<file path="src/hdl/psr_pkg.sv">
package psr_pkg;
	// register map of the result path
	localparam logic [7:0] ADR_CH0 = 8'h70;
	localparam logic [7:0] ADR_CH1 = 8'h71;
	localparam logic [7:0] ADR_CH2 = 8'h72;
	localparam logic [7:0] ADR_SLEEP = 8'h73;
	localparam logic [7:0] ADR_UNUSED = 8'h74;
	localparam logic [7:0] ADR_MEM = 8'h75;
	localparam logic [7:0] ADR_DEC1 = 8'h78;
	localparam logic [7:0] ADR_DEC2 = 8'h79;
	localparam logic [7:0] ADR_DEC3 = 8'h7A;
	localparam logic [7:0] ADR_FLT0 = 8'h7D;
	localparam logic [7:0] ADR_FLT1 = 8'h7E;
	localparam logic [7:0] ADR_HWID = 8'h7F;
	// setup field and option bits of frontend_setup_config
	localparam int CFG_MODE_LSB = 0;
	localparam int CFG_OFFAX = 4;
	localparam int CFG_PAIR_LSB = 5;
	localparam int CFG_SEC_EN = 7;
	localparam logic [3:0] M_S1 = 4'h1;
	localparam logic [3:0] M_S2 = 4'h2;
	localparam logic [3:0] M_S3 = 4'h3;
	localparam logic [3:0] M_S4A = 4'h4;
	localparam logic [3:0] M_S5 = 4'h5;
	localparam logic [3:0] M_S6 = 4'h6;
	localparam logic [3:0] M_S7 = 4'h7;
	localparam logic [3:0] M_S4B = 4'h8;
	localparam logic [1:0] PAIR_YX = 2'h0;
	localparam logic [1:0] PAIR_ZX = 2'h1;
	localparam logic [1:0] PAIR_ZY = 2'h2;
	// fault_report_1 bits owned by this block
	localparam int F1_CRC = 0;
	localparam int F1_SELF = 1;
	// arithmetic
	localparam int W = 22;
	localparam int ITERS = 16;
	localparam int GAIN_FRAC = 12;
	localparam logic [15:0] GINV = 16'h4DBA;
	localparam logic [15:0] HALF_PI = 16'h8000;
	localparam logic [W-1:0] TEST_V = 22'h004000;
	localparam logic [15:0] TEST_ANG = 16'h2000;
	localparam logic [15:0] TEST_TOL = 16'h0004;
	localparam logic [7:0] CRC_POLY = 8'h1D;
	localparam logic [7:0] CRC_INIT = 8'hFF;
	localparam logic [15:0] SLEEP_KEY = 16'h5A5A;
	// reset values
	localparam logic [15:0] RST16 = 16'h0000;
	localparam logic [7:0] RST8 = 8'h00;

	typedef struct packed {
		logic signed [15:0] x1;
		logic signed [15:0] y1;
		logic signed [15:0] z1;
		logic signed [15:0] x4;
		logic signed [15:0] y4;
		logic signed [15:0] z4;
	} psr_pix_t;

	typedef struct packed {
		logic [15:0] c1;
		logic [15:0] c2;
		logic [15:0] c3;
	} psr_chan_t;

	typedef struct packed {
		logic signed [W-1:0] x;
		logic signed [W-1:0] y;
	} psr_vec_t;
endpackage : psr_pkg

</file>
<file path="src/hdl/psr_result_path.sv">
// Functional notes
// - self-test at start, integrity checks into fault words
// - two read-only 16-bit production words
// - data channels carry CRC, errors reported
// - channel 0: first output or ch1 raw
// - channel 1: second angle, amplitude or ch2
// - channel 2: ch3 raw in raw setup
// - channel 3 sleeps device; channel 4 unused
// - channel 5 is memory access path
// - 0x78..0x7A return decimated signals
// - 0x7D/0x7E faults, 0x7F hardware identity
// - setup field selects routing and computation
// - setup 1: differential horizontal 180 degree angle; computed here as the 360 degree angle of setup 2
// - setup 2: differential horizontal 360 degree angle
// - setup 3 linear: atan2 of dZ over dX
// - setup 3 off-axis: atan2 of dY over dX
// - setup 4a: selectable pair, no compensation
// - setup 4b: average cells 1 and 4
// - setup 5: Z over X and Z over Y
// - two-angle setups expose both angles
// - setup 6: joystick root equation, two angles
// - setup 7: expose compensated raw components
// - joystick gain is a 16-bit input word
`timescale 1ns/1ps
`default_nettype none
module psr_result_path #(
	parameter logic [15:0] HW_IDENT = 16'h0A51, // arbitrary value
	parameter logic [15:0] PROD_WORD1 = 16'h0000,
	parameter logic [15:0] PROD_WORD2 = 16'h0000
) (
	input wire logic MCLK,
	input wire logic NRST,
	input wire logic SMP_VALID,
	input wire psr_pkg::psr_pix_t SMP,
	input wire psr_pkg::psr_chan_t DEC,
	input wire logic [15:0] SETUP_CFG,
	input wire logic [15:0] JOY_GAIN,
	input wire logic [15:0] FAULT_IN0,
	input wire logic [15:0] FAULT_IN1,
	input wire logic [7:0] REG_ADDR,
	input wire logic REG_RD,
	input wire logic REG_WR,
	input wire logic [15:0] REG_WDATA,
	input wire logic MEM_RSP_VALID,
	input wire logic [15:0] MEM_RSP_DATA,
	output logic [15:0] REG_RDATA,
	output logic [7:0] REG_RCRC,
	output logic REG_RVALID,
	output logic SLEEP_REQ,
	output logic MEM_CMD_STB,
	output logic [15:0] MEM_CMD,
	output logic RESULT_STB,
	output logic [15:0] PROD_INFO_1,
	output logic [15:0] PROD_INFO_2
);
	import psr_pkg::*;

	typedef enum logic [4:0] {
		ST_IDLE = 5'b00001,
		ST_LOAD = 5'b00010,
		ST_ITER = 5'b00100,
		ST_STORE = 5'b01000,
		ST_COMMIT = 5'b10000
	} psr_state_t;

	////////////////////////////////////////////////////////////////////////
	// functions

	// crc over one 16-bit word, msb first
	function automatic logic [7:0] crc8(input logic [15:0] d);
		logic [7:0] c;
		c = CRC_INIT;
		for (int i = 15; i >= 0; i--)
		begin
			c = (c[7] ^ d[i]) ? ({c[6:0], 1'b0} ^ CRC_POLY) : {c[6:0], 1'b0};
		end
		return c;
	endfunction : crc8

	// arctangent of 2^-i, full circle = 2^16
	function automatic logic [15:0] atan_lut(input logic [3:0] i);
		logic [15:0] a;
		case (i)
			4'h0: a = 16'h2000;
			4'h1: a = 16'h12E4;
			4'h2: a = 16'h09FB;
			4'h3: a = 16'h0511;
			4'h4: a = 16'h028B;
			4'h5: a = 16'h0146;
			4'h6: a = 16'h00A3;
			4'h7: a = 16'h0051;
			4'h8: a = 16'h0029;
			4'h9: a = 16'h0014;
			4'hA: a = 16'h000A;
			4'hB: a = 16'h0005;
			4'hC: a = 16'h0003;
			4'hD: a = 16'h0001;
			4'hE: a = 16'h0001;
			default: a = 16'h0000;
		endcase
		return a;
	endfunction : atan_lut

	function automatic logic signed [W-1:0] sx(input logic signed [15:0] v);
		return {{(W-16){v[15]}}, v};
	endfunction : sx

	// gain word has 12 fraction bits
	function automatic logic signed [W-1:0] gmul(input logic signed [15:0] g,
		input logic signed [15:0] v);
		logic signed [33:0] p;
		p = g * v;
		return p[W-1+GAIN_FRAC:GAIN_FRAC];
	endfunction : gmul

	// removes the rotator gain from a vector length
	function automatic logic signed [W-1:0] unscale(input logic signed [W-1:0] m);
		logic [37:0] p;
		p = 38'(unsigned'(m)) * 38'(GINV);
		return p[W+14:15];
	endfunction : unscale

	// operand pair for one pass: y is the numerator
	function automatic psr_vec_t ops(input logic [3:0] m, input logic [1:0] p,
		input logic [15:0] cfg, input psr_pix_t s,
		input logic signed [W-1:0] mg, input logic signed [15:0] g);
		psr_vec_t v;
		logic signed [W-1:0] dx, dy, dz;
		dx = sx(s.x4) - sx(s.x1);
		dy = sx(s.y4) - sx(s.y1);
		dz = sx(s.z4) - sx(s.z1);
		v.x = sx(s.x1);
		v.y = sx(s.y1);
		case (m)
			M_S1, M_S2:
			begin
				v.x = dx;
				v.y = dy;
			end
			M_S3:
			begin
				v.x = dx;
				v.y = cfg[CFG_OFFAX] ? dy : dz;
			end
			M_S4A:
			begin
				case (cfg[CFG_PAIR_LSB +: 2])
					PAIR_ZX: v.y = sx(s.z1);
					PAIR_ZY:
					begin
						v.x = sx(s.y1);
						v.y = sx(s.z1);
					end
					default: v.y = sx(s.y1);
				endcase
			end
			M_S4B:
			begin
				v.x = (sx(s.x1) + sx(s.x4)) >>> 1;
				v.y = (sx(s.y1) + sx(s.y4)) >>> 1;
			end
			M_S5:
			begin
				v.x = p[0] ? sx(s.y1) : sx(s.x1);
				v.y = sx(s.z1);
			end
			M_S6:
			begin
				case (p)
					2'd0: v.y = gmul(g, s.z1);
					2'd1:
					begin
						v.x = sx(s.y1);
						v.y = mg;
					end
					2'd2: v.y = gmul(g, s.y1);
					default:
					begin
						v.x = sx(s.z1);
						v.y = mg;
					end
				endcase
			end
			default: v.y = sx(s.y1);
		endcase
		return v;
	endfunction : ops

	////////////////////////////////////////////////////////////////////////
	// sample capture and pass sequencing

	psr_state_t st_q;
	psr_pix_t smp_q;
	psr_chan_t dec_q;
	logic [15:0] cfg_q, gain_q;
	logic [1:0] pass_q, npass;
	logic [3:0] cnt_q, mode;
	logic self_q, self_fail_q;
	logic signed [W-1:0] x_q, y_q, mag_q, mag_n;
	logic [15:0] z_q, amp_q;
	logic [15:0] ang_q [4];
	logic [15:0] ch0_q, ch1_q, ch2_q;
	logic [7:0] crc_q [3];
	psr_vec_t op;

	assign mode = cfg_q[CFG_MODE_LSB +: 4];
	assign npass = (mode == M_S6) ? 2'd3 : (mode == M_S5) ? 2'd1 : 2'd0;
	assign mag_n = unscale(x_q);
	assign op = self_q ? psr_vec_t'{x: TEST_V, y: TEST_V} :
		ops(mode, pass_q, cfg_q, smp_q, mag_q, signed'(gain_q));

	// config is snapshotted with the sample so a rewrite cannot tear a cycle
	always_ff @(posedge MCLK or negedge NRST)
	begin
		if (!NRST)
		begin
			smp_q <= '0;
			dec_q <= '0;
			cfg_q <= RST16;
			gain_q <= RST16;
		end
		else if (st_q == ST_IDLE && !self_q && SMP_VALID)
		begin
			smp_q <= SMP;
			dec_q <= DEC;
			cfg_q <= SETUP_CFG;
			gain_q <= JOY_GAIN;
		end
	end

	// samples arriving while busy are dropped, not queued
	always_ff @(posedge MCLK or negedge NRST)
	begin
		if (!NRST)
		begin
			st_q <= ST_IDLE;
			pass_q <= 2'd0;
			cnt_q <= 4'h0;
			self_q <= 1'b1;
		end
		else
		begin
			unique case (st_q)
				ST_IDLE:
				begin
					pass_q <= 2'd0;
					if (self_q || SMP_VALID)
						st_q <= ST_LOAD;
				end
				ST_LOAD:
				begin
					cnt_q <= 4'h0;
					st_q <= ST_ITER;
				end
				ST_ITER:
				begin
					cnt_q <= cnt_q + 4'h1;
					if (cnt_q == 4'(ITERS - 1))
						st_q <= ST_STORE;
				end
				ST_STORE:
				begin
					if (self_q)
					begin
						self_q <= 1'b0;
						st_q <= ST_IDLE;
					end
					else if (pass_q != npass)
					begin
						pass_q <= pass_q + 2'd1;
						st_q <= ST_LOAD;
					end
					else
						st_q <= ST_COMMIT;
				end
				ST_COMMIT: st_q <= ST_IDLE;
			endcase
		end
	end

	////////////////////////////////////////////////////////////////////////
	// vectoring rotator

	// left half-plane is folded first so 16 steps reach every quadrant;
	// a zero vector is frozen, else the steps would walk its angle off 0
	always_ff @(posedge MCLK or negedge NRST)
	begin
		if (!NRST)
		begin
			x_q <= '0;
			y_q <= '0;
			z_q <= RST16;
		end
		else if (st_q == ST_LOAD)
		begin
			x_q <= op.x[W-1] ? -op.x : op.x;
			y_q <= op.x[W-1] ? -op.y : op.y;
			z_q <= op.x[W-1] ? HALF_PI : RST16;
		end
		else if (st_q == ST_ITER && (x_q != '0 || y_q != '0))
		begin
			if (!y_q[W-1])
			begin
				x_q <= x_q + (y_q >>> cnt_q);
				y_q <= y_q - (x_q >>> cnt_q);
				z_q <= z_q + atan_lut(cnt_q);
			end
			else
			begin
				x_q <= x_q - (y_q >>> cnt_q);
				y_q <= y_q + (x_q >>> cnt_q);
				z_q <= z_q - atan_lut(cnt_q);
			end
		end
	end

	// per-pass results; zero vectors end at angle 0 and length 0
	always_ff @(posedge MCLK or negedge NRST)
	begin
		if (!NRST)
		begin
			ang_q <= '{default: RST16};
			mag_q <= '0;
			amp_q <= RST16;
			self_fail_q <= 1'b0;
		end
		else if (st_q == ST_STORE)
		begin
			if (self_q)
				self_fail_q <= (z_q > TEST_ANG + TEST_TOL) ||
					(z_q < TEST_ANG - TEST_TOL);
			else
			begin
				ang_q[pass_q] <= z_q;
				mag_q <= mag_n;
				if (pass_q == 2'd0)
					amp_q <= (|mag_n[W-1:16]) ? 16'hFFFF : mag_n[15:0];
			end
		end
	end

	////////////////////////////////////////////////////////////////////////
	// data channels, committed together

	logic two, sec;
	logic [15:0] first_angle, second_angle, nch0, nch1, nch2;
	assign two = (mode == M_S5) || (mode == M_S6);
	assign sec = two && cfg_q[CFG_SEC_EN];
	assign first_angle = (mode == M_S6) ? ang_q[1] : ang_q[0];
	assign second_angle = (mode == M_S6) ? ang_q[3] : ang_q[1];
	assign nch0 = (mode == M_S7) ? dec_q.c1 : first_angle;
	assign nch1 = (mode == M_S7) ? dec_q.c2 : sec ? second_angle : amp_q;
	assign nch2 = (mode == M_S7) ? dec_q.c3 : RST16;

	// all three words and their crcs move on one edge
	always_ff @(posedge MCLK or negedge NRST)
	begin
		if (!NRST)
		begin
			ch0_q <= RST16;
			ch1_q <= RST16;
			ch2_q <= RST16;
			crc_q <= '{default: RST8};
			RESULT_STB <= 1'b0;
		end
		else
		begin
			RESULT_STB <= (st_q == ST_COMMIT);
			if (st_q == ST_COMMIT)
			begin
				ch0_q <= nch0;
				ch1_q <= nch1;
				ch2_q <= nch2;
				crc_q[0] <= crc8(nch0);
				crc_q[1] <= crc8(nch1);
				crc_q[2] <= crc8(nch2);
			end
		end
	end

	////////////////////////////////////////////////////////////////////////
	// register port

	logic [15:0] flt0_q, flt1_q, mem_q;
	logic is_ch, crc_bad;
	logic [1:0] ci;
	assign ci = REG_ADDR[1:0];
	assign is_ch = REG_ADDR == ADR_CH0 || REG_ADDR == ADR_CH1 || REG_ADDR == ADR_CH2;
	assign crc_bad = REG_RD && is_ch && (crc_q[ci] !=
		crc8((ci == 2'd0) ? ch0_q : (ci == 2'd1) ? ch1_q : ch2_q));

	// faults are sticky, cleared by reading; a new fault beats the clear
	always_ff @(posedge MCLK or negedge NRST)
	begin
		if (!NRST)
		begin
			flt0_q <= RST16;
			flt1_q <= RST16;
		end
		else
		begin
			flt0_q <= ((REG_RD && REG_ADDR == ADR_FLT0) ? RST16 : flt0_q) | FAULT_IN0;
			flt1_q <= ((REG_RD && REG_ADDR == ADR_FLT1) ? RST16 : flt1_q) | FAULT_IN1 |
				16'(crc_bad) << F1_CRC | 16'(self_fail_q) << F1_SELF;
		end
	end

	// read answer one cycle after the strobe; unmapped reads give zero
	always_ff @(posedge MCLK or negedge NRST)
	begin
		if (!NRST)
		begin
			REG_RDATA <= RST16;
			REG_RCRC <= RST8;
			REG_RVALID <= 1'b0;
		end
		else
		begin
			REG_RVALID <= REG_RD;
			if (REG_RD)
			begin
				REG_RCRC <= is_ch ? crc_q[ci] : RST8;
				case (REG_ADDR)
					ADR_CH0: REG_RDATA <= ch0_q;
					ADR_CH1: REG_RDATA <= ch1_q;
					ADR_CH2: REG_RDATA <= ch2_q;
					ADR_MEM: REG_RDATA <= mem_q;
					ADR_DEC1: REG_RDATA <= dec_q.c1;
					ADR_DEC2: REG_RDATA <= dec_q.c2;
					ADR_DEC3: REG_RDATA <= dec_q.c3;
					ADR_FLT0: REG_RDATA <= flt0_q;
					ADR_FLT1: REG_RDATA <= flt1_q;
					ADR_HWID: REG_RDATA <= HW_IDENT;
					default: REG_RDATA <= RST16;
				endcase
			end
		end
	end

	// sleep and memory commands; a host write beats a memory answer
	always_ff @(posedge MCLK or negedge NRST)
	begin
		if (!NRST)
		begin
			SLEEP_REQ <= 1'b0;
			MEM_CMD_STB <= 1'b0;
			MEM_CMD <= RST16;
			mem_q <= RST16;
			PROD_INFO_1 <= RST16;
			PROD_INFO_2 <= RST16;
		end
		else
		begin
			PROD_INFO_1 <= PROD_WORD1;
			PROD_INFO_2 <= PROD_WORD2;
			SLEEP_REQ <= REG_WR && REG_ADDR == ADR_SLEEP && REG_WDATA == SLEEP_KEY;
			MEM_CMD_STB <= REG_WR && REG_ADDR == ADR_MEM;
			if (REG_WR && REG_ADDR == ADR_MEM)
			begin
				MEM_CMD <= REG_WDATA;
				mem_q <= REG_WDATA;
			end
			else if (MEM_RSP_VALID)
				mem_q <= MEM_RSP_DATA;
		end
	end
endmodule : psr_result_path
`default_nettype wire

</file>
<file path="config.mk">
export PLATFORM = sky130hd
export DESIGN_NAME = psr_result_path
export DESIGN_NICKNAME = d
export VERILOG_FILES = /design/src/hdl/psr_pkg.sv /design/src/hdl/psr_result_path.sv
export SDC_FILE = /design/constraint.sdc
export NUM_CORES = 2
export LEC_CHECK = 0
export BUFFER_PORTS_ARGS = -buffer_cell sky130_fd_sc_hd__buf_2
export CORE_ASPECT_RATIO = 1.2
export CORE_UTILIZATION = 54
export CTS_BUF_LIST = sky130_fd_sc_hd__clkbuf_16
export DETAILED_ROUTE_END_ITERATION = 8
export PLACE_DENSITY_LB_ADDON = 0.12
export RECOVER_POWER = 100
export SLEW_MARGIN = 10
export SYNTH_ARGS = -nofsm -noshare
export SYNTH_HDL_FRONTEND = slang
export SYNTH_SLANG_ARGS = --single-unit
</file>
<file path="constraint.sdc">
create_clock -name MCLK -period 6.8 [get_ports MCLK]
set_input_delay 0 -clock MCLK [delete_from_list [all_inputs] [get_ports MCLK]]
set_output_delay 0 -clock MCLK [all_outputs]
set_load 0.02 [all_outputs]
</file>
==> results.json <==
{
  "worstSetupPathType": "register to register",
  "netlist_area_sq_mm": 0.0614,
  "cts.clk_slew.worst_paths_ps": 70,
  "synth_xor_area_share_pct": 5.39,
  "synth_enable_flop_cells": 0,
  "synthCells": 6794,
  "grtUsageTotal_pct": 39.0,
  "worst_path_largest_cell_delay_ps": 570,
  "yosys.area_share.simple_pct": 14.1,
  "ys_seq_area_share_pct": 20.0,
  "dp_hpwl_um": 174000,
  "area_growth_pct": 21.1,
  "worstSetupEndpoint": "y_q[21]",
  "maxSlewHeadroom_pct": -321,
  "grt_pass1_wl_um": 336000,
  "drv_cap": 4,
  "drv_slew": 445,
  "place_congestion": 1.01,
  "nets": 9038,
  "start_util_pct": 54.4,
  "synth_compound_area_share_pct": 13.7,
  "antenna_found_initial": 17,
  "setup_viol": 17,
  "fin_crit_sh_pct": 108,
  "cts_root_buf": "clkbuf_16",
  "final_cells": 9233,
  "crit_top_cell": "fa_1",
  "cp_max_fo": 5,
  "cts_max_level": 2,
  "rr_worst_depth": 29,
  "fin_crit_ps": 7350,
  "min_path_type": "input port to register",
  "worstMarginPinSlew_ps": 6310,
  "cts_inserted_buffers": 57,
  "ys_ff_latch": 491,
  "failed_checks": "max-capacitance violations, max-slew violations, negative setup slack",
  "clk_path_buf_depth": 3,
  "cp.required_ps": 7340,
  "clk_latency_ps": 710,
  "r2r_start": "gain_q[7]",
  "ys_async_sr_fraction_pct": 100,
  "synth_fa_ha_area_share_pct": 30.9,
  "worstPathArrival_ps": 7890,
  "worst_hold_slack_ps": 35.9,
  "drc": 0,
  "synth_mux_area_share_pct": 7.55,
  "port_buffers": 289,
  "status": "finished with violations",
  "drt_iter0_markers": 4325,
  "drive_above_1_share_pct": 18.6,
  "vias": 54500,
  "grt_pass1_vias": 55900,
  "cp_slowest_cell": "fa_1",
  "synth_flop_cell": "dfrtp_1",
  "dieWidth_um": 310,
  "setup_ws_ps": -545,
  "syn_avg_cell_area_sq_um": 9.04,
  "tritoncts": "built",
  "reg2reg_slack_ps": -550,
  "pre_cts_ws_ps": -849,
  "grt-ovfl-total": 0,
  "die-area_sq_mm": 0.115,
  "avgRoutedWirePerCell_um": 24.2,
  "io_pins": 330,
  "post-route-util_pct": 65.9,
  "finalHoldViolCount": 0,
  "end_kind": "register",
  "fin_skew_ps": 50.1,
  "ys_warn_count": 0,
  "start_kind": "register",
  "worstReg2RegEnd": "y_q[21]",
  "ys_types": 108,
  "vias_per_cell": 5.90,
  "nFillCells": 9263,
  "firstDrtPassIters": 6,
  "grt_max_degree": 164,
  "synth_top_family_by_area": "adder cells",
  "dieHeight_um": 371,
  "dp_cells": 8765,
  "crit_start": "gain_q[7]",
  "grt_setup_unrepaired": "yes",
  "routed_wl_um": 224000,
  "coreArea_sq_mm": 0.113,
  "row_count": 135,
  "clock.fmax_mhz": 136,
  "drtAntennaViolNets": 0,
  "clock_sinks": 491
}
-- per-stage QoR --
stage | setup TNS [ps] | instance area (sq um)
floorplan | -1310 | 61800
global placement | -12550 | 67900
detailed placement | -13730 | 67900
CTS | -4410 | 73600
global route | -140110 | 74300
finish | -5300 | 74400
-- cell type report --
type | instances | area (sq um) | share of cell area [%]
flip-flops and latches | 491 | 12300 | 16.6
repair buffers | 1156 | 9360 | 12.6
well taps | 1507 | 1890 | 2.54
diodes | 15 | 37.5 | 0.0505
multi-input cells | 5030 | 45300 | 60.9
clock inverters | 50 | 592 | 0.796
clock buffers | 57 | 1430 | 1.92
inverters | 927 | 3480 | 4.68
-- cell families after synthesis --
logic type      Yosys count
simple gates           1819
buf+inv                1304
compound gates         1294
fa+ha+maj              1121
flops                   491
mux                     386
xor+xnor                378
other cells               1
-- state kept, by name, summed over array words and instances (netlist names), 22 cells and up --
| name | count |
|---|---|
| x_q | 22 |
| ang_q | 48 |
| y_q | 22 |
| mag_q | 22 |
| smp_q | 96 |
| crc_q | 24 |
| dec_q | 48 |
-- worst max-delay path: cells and delay by family, from the launching register on --
family | cells | cell delay (ps)
AND/OR/NAND/NOR | 5 | 890
XOR/XNOR | 1 | 180
buffers and inverters | 8 | 1000
flip-flops | 1 | 410
adder cells (fa/ha/maj) | 7 | 3240
AO/OA/AOI/OAI | 8 | 1500
-- what timing repair did --
action                                  CTS  global route
setup buffers                            36            33
endpoints found under the hold margin   375             0
hold buffers                            275             0
endpoints found under the setup margin   34            38
cloned                                    1             2
pin swaps                                78           101
resized for setup                       125           141
-- Yosys cell counts, drive strengths merged, types with 12 or more instances --
cell type / instances / area, sq um
a211o: 14 / 123
a211oi: 58 / 458
a21boi: 14 / 105
a21o: 73 / 548
a21oi: 339 / 1700
a221o: 13 / 130
a221oi: 33 / 308
a222oi: 18 / 180
a22oi: 58 / 435
a311oi: 12 / 105
a31oi: 46 / 288
a41oi: 21 / 184
and2: 263 / 1650
and3: 31 / 194
buf: 99 / 582
clkbuf: 278 / 1040
dfrtp: 489 / 12200
fa: 661 / 13200
ha: 460 / 5760
inv: 925 / 3470
mux2: 219 / 2470
mux2i: 127 / 1270
mux4: 40 / 901
nand2: 717 / 2690
nand2b: 64 / 400
nand3: 73 / 365
nand3b: 15 / 113
nand4: 26 / 169
nor2: 375 / 1410
nor2b: 39 / 244
nor3: 89 / 455
nor4: 29 / 224
nor4b: 13 / 135
o211ai: 23 / 173
o21a: 46 / 347
o21ai: 339 / 1700
o21bai: 24 / 180
o22ai: 27 / 169
o31ai: 22 / 180
or2: 17 / 106
or3: 29 / 186
xnor2: 256 / 2240
xor2: 122 / 1070
-- metal layers --
layer	routed length (um)	GRT usage, %	share of wire (%)
met5	62	0	0.028
met4	17800	26.6	8.0
met3	16000	7.42	7.1
met2	105000	64.5	47
met1	84700	45.8	38
-- cell usage in the layout, fill, tap and decap left out, types with 214 or more instances in the layout --
master / instances
fa_1: 630
ha_1: 432
buf_2: 241
dfrtp_1: 466
buf_4: 499
nand2_1: 705
a21oi_1: 328
xnor2_1: 253
mux2_2: 214
o21ai_0: 308
inv_1: 916
dlygate4sd3_1: 275
and2_1: 247
nor2_1: 366
-- how the worst min path moves through the flow --
stage,depth (start not counted),slack [ps],startpoint,to
3_5_place_dp,1,150,NRST,MEM_CMD[11]
6_report,3,40,FAULT_IN0[15],flt0_q[15]
4_1_cts,3,2,FAULT_IN1[15],flt1_q[15]
3_3_place_gp,1,150,NRST,MEM_CMD[0]
5_1_grt,3,50,FAULT_IN0[13],flt0_q[13]
2_1_floorplan,0,-300,NRST,MEM_CMD[0]
Power is not shown: default switching activity piles up to over one toggle a cycle in this logic, so the estimate is an artifact.
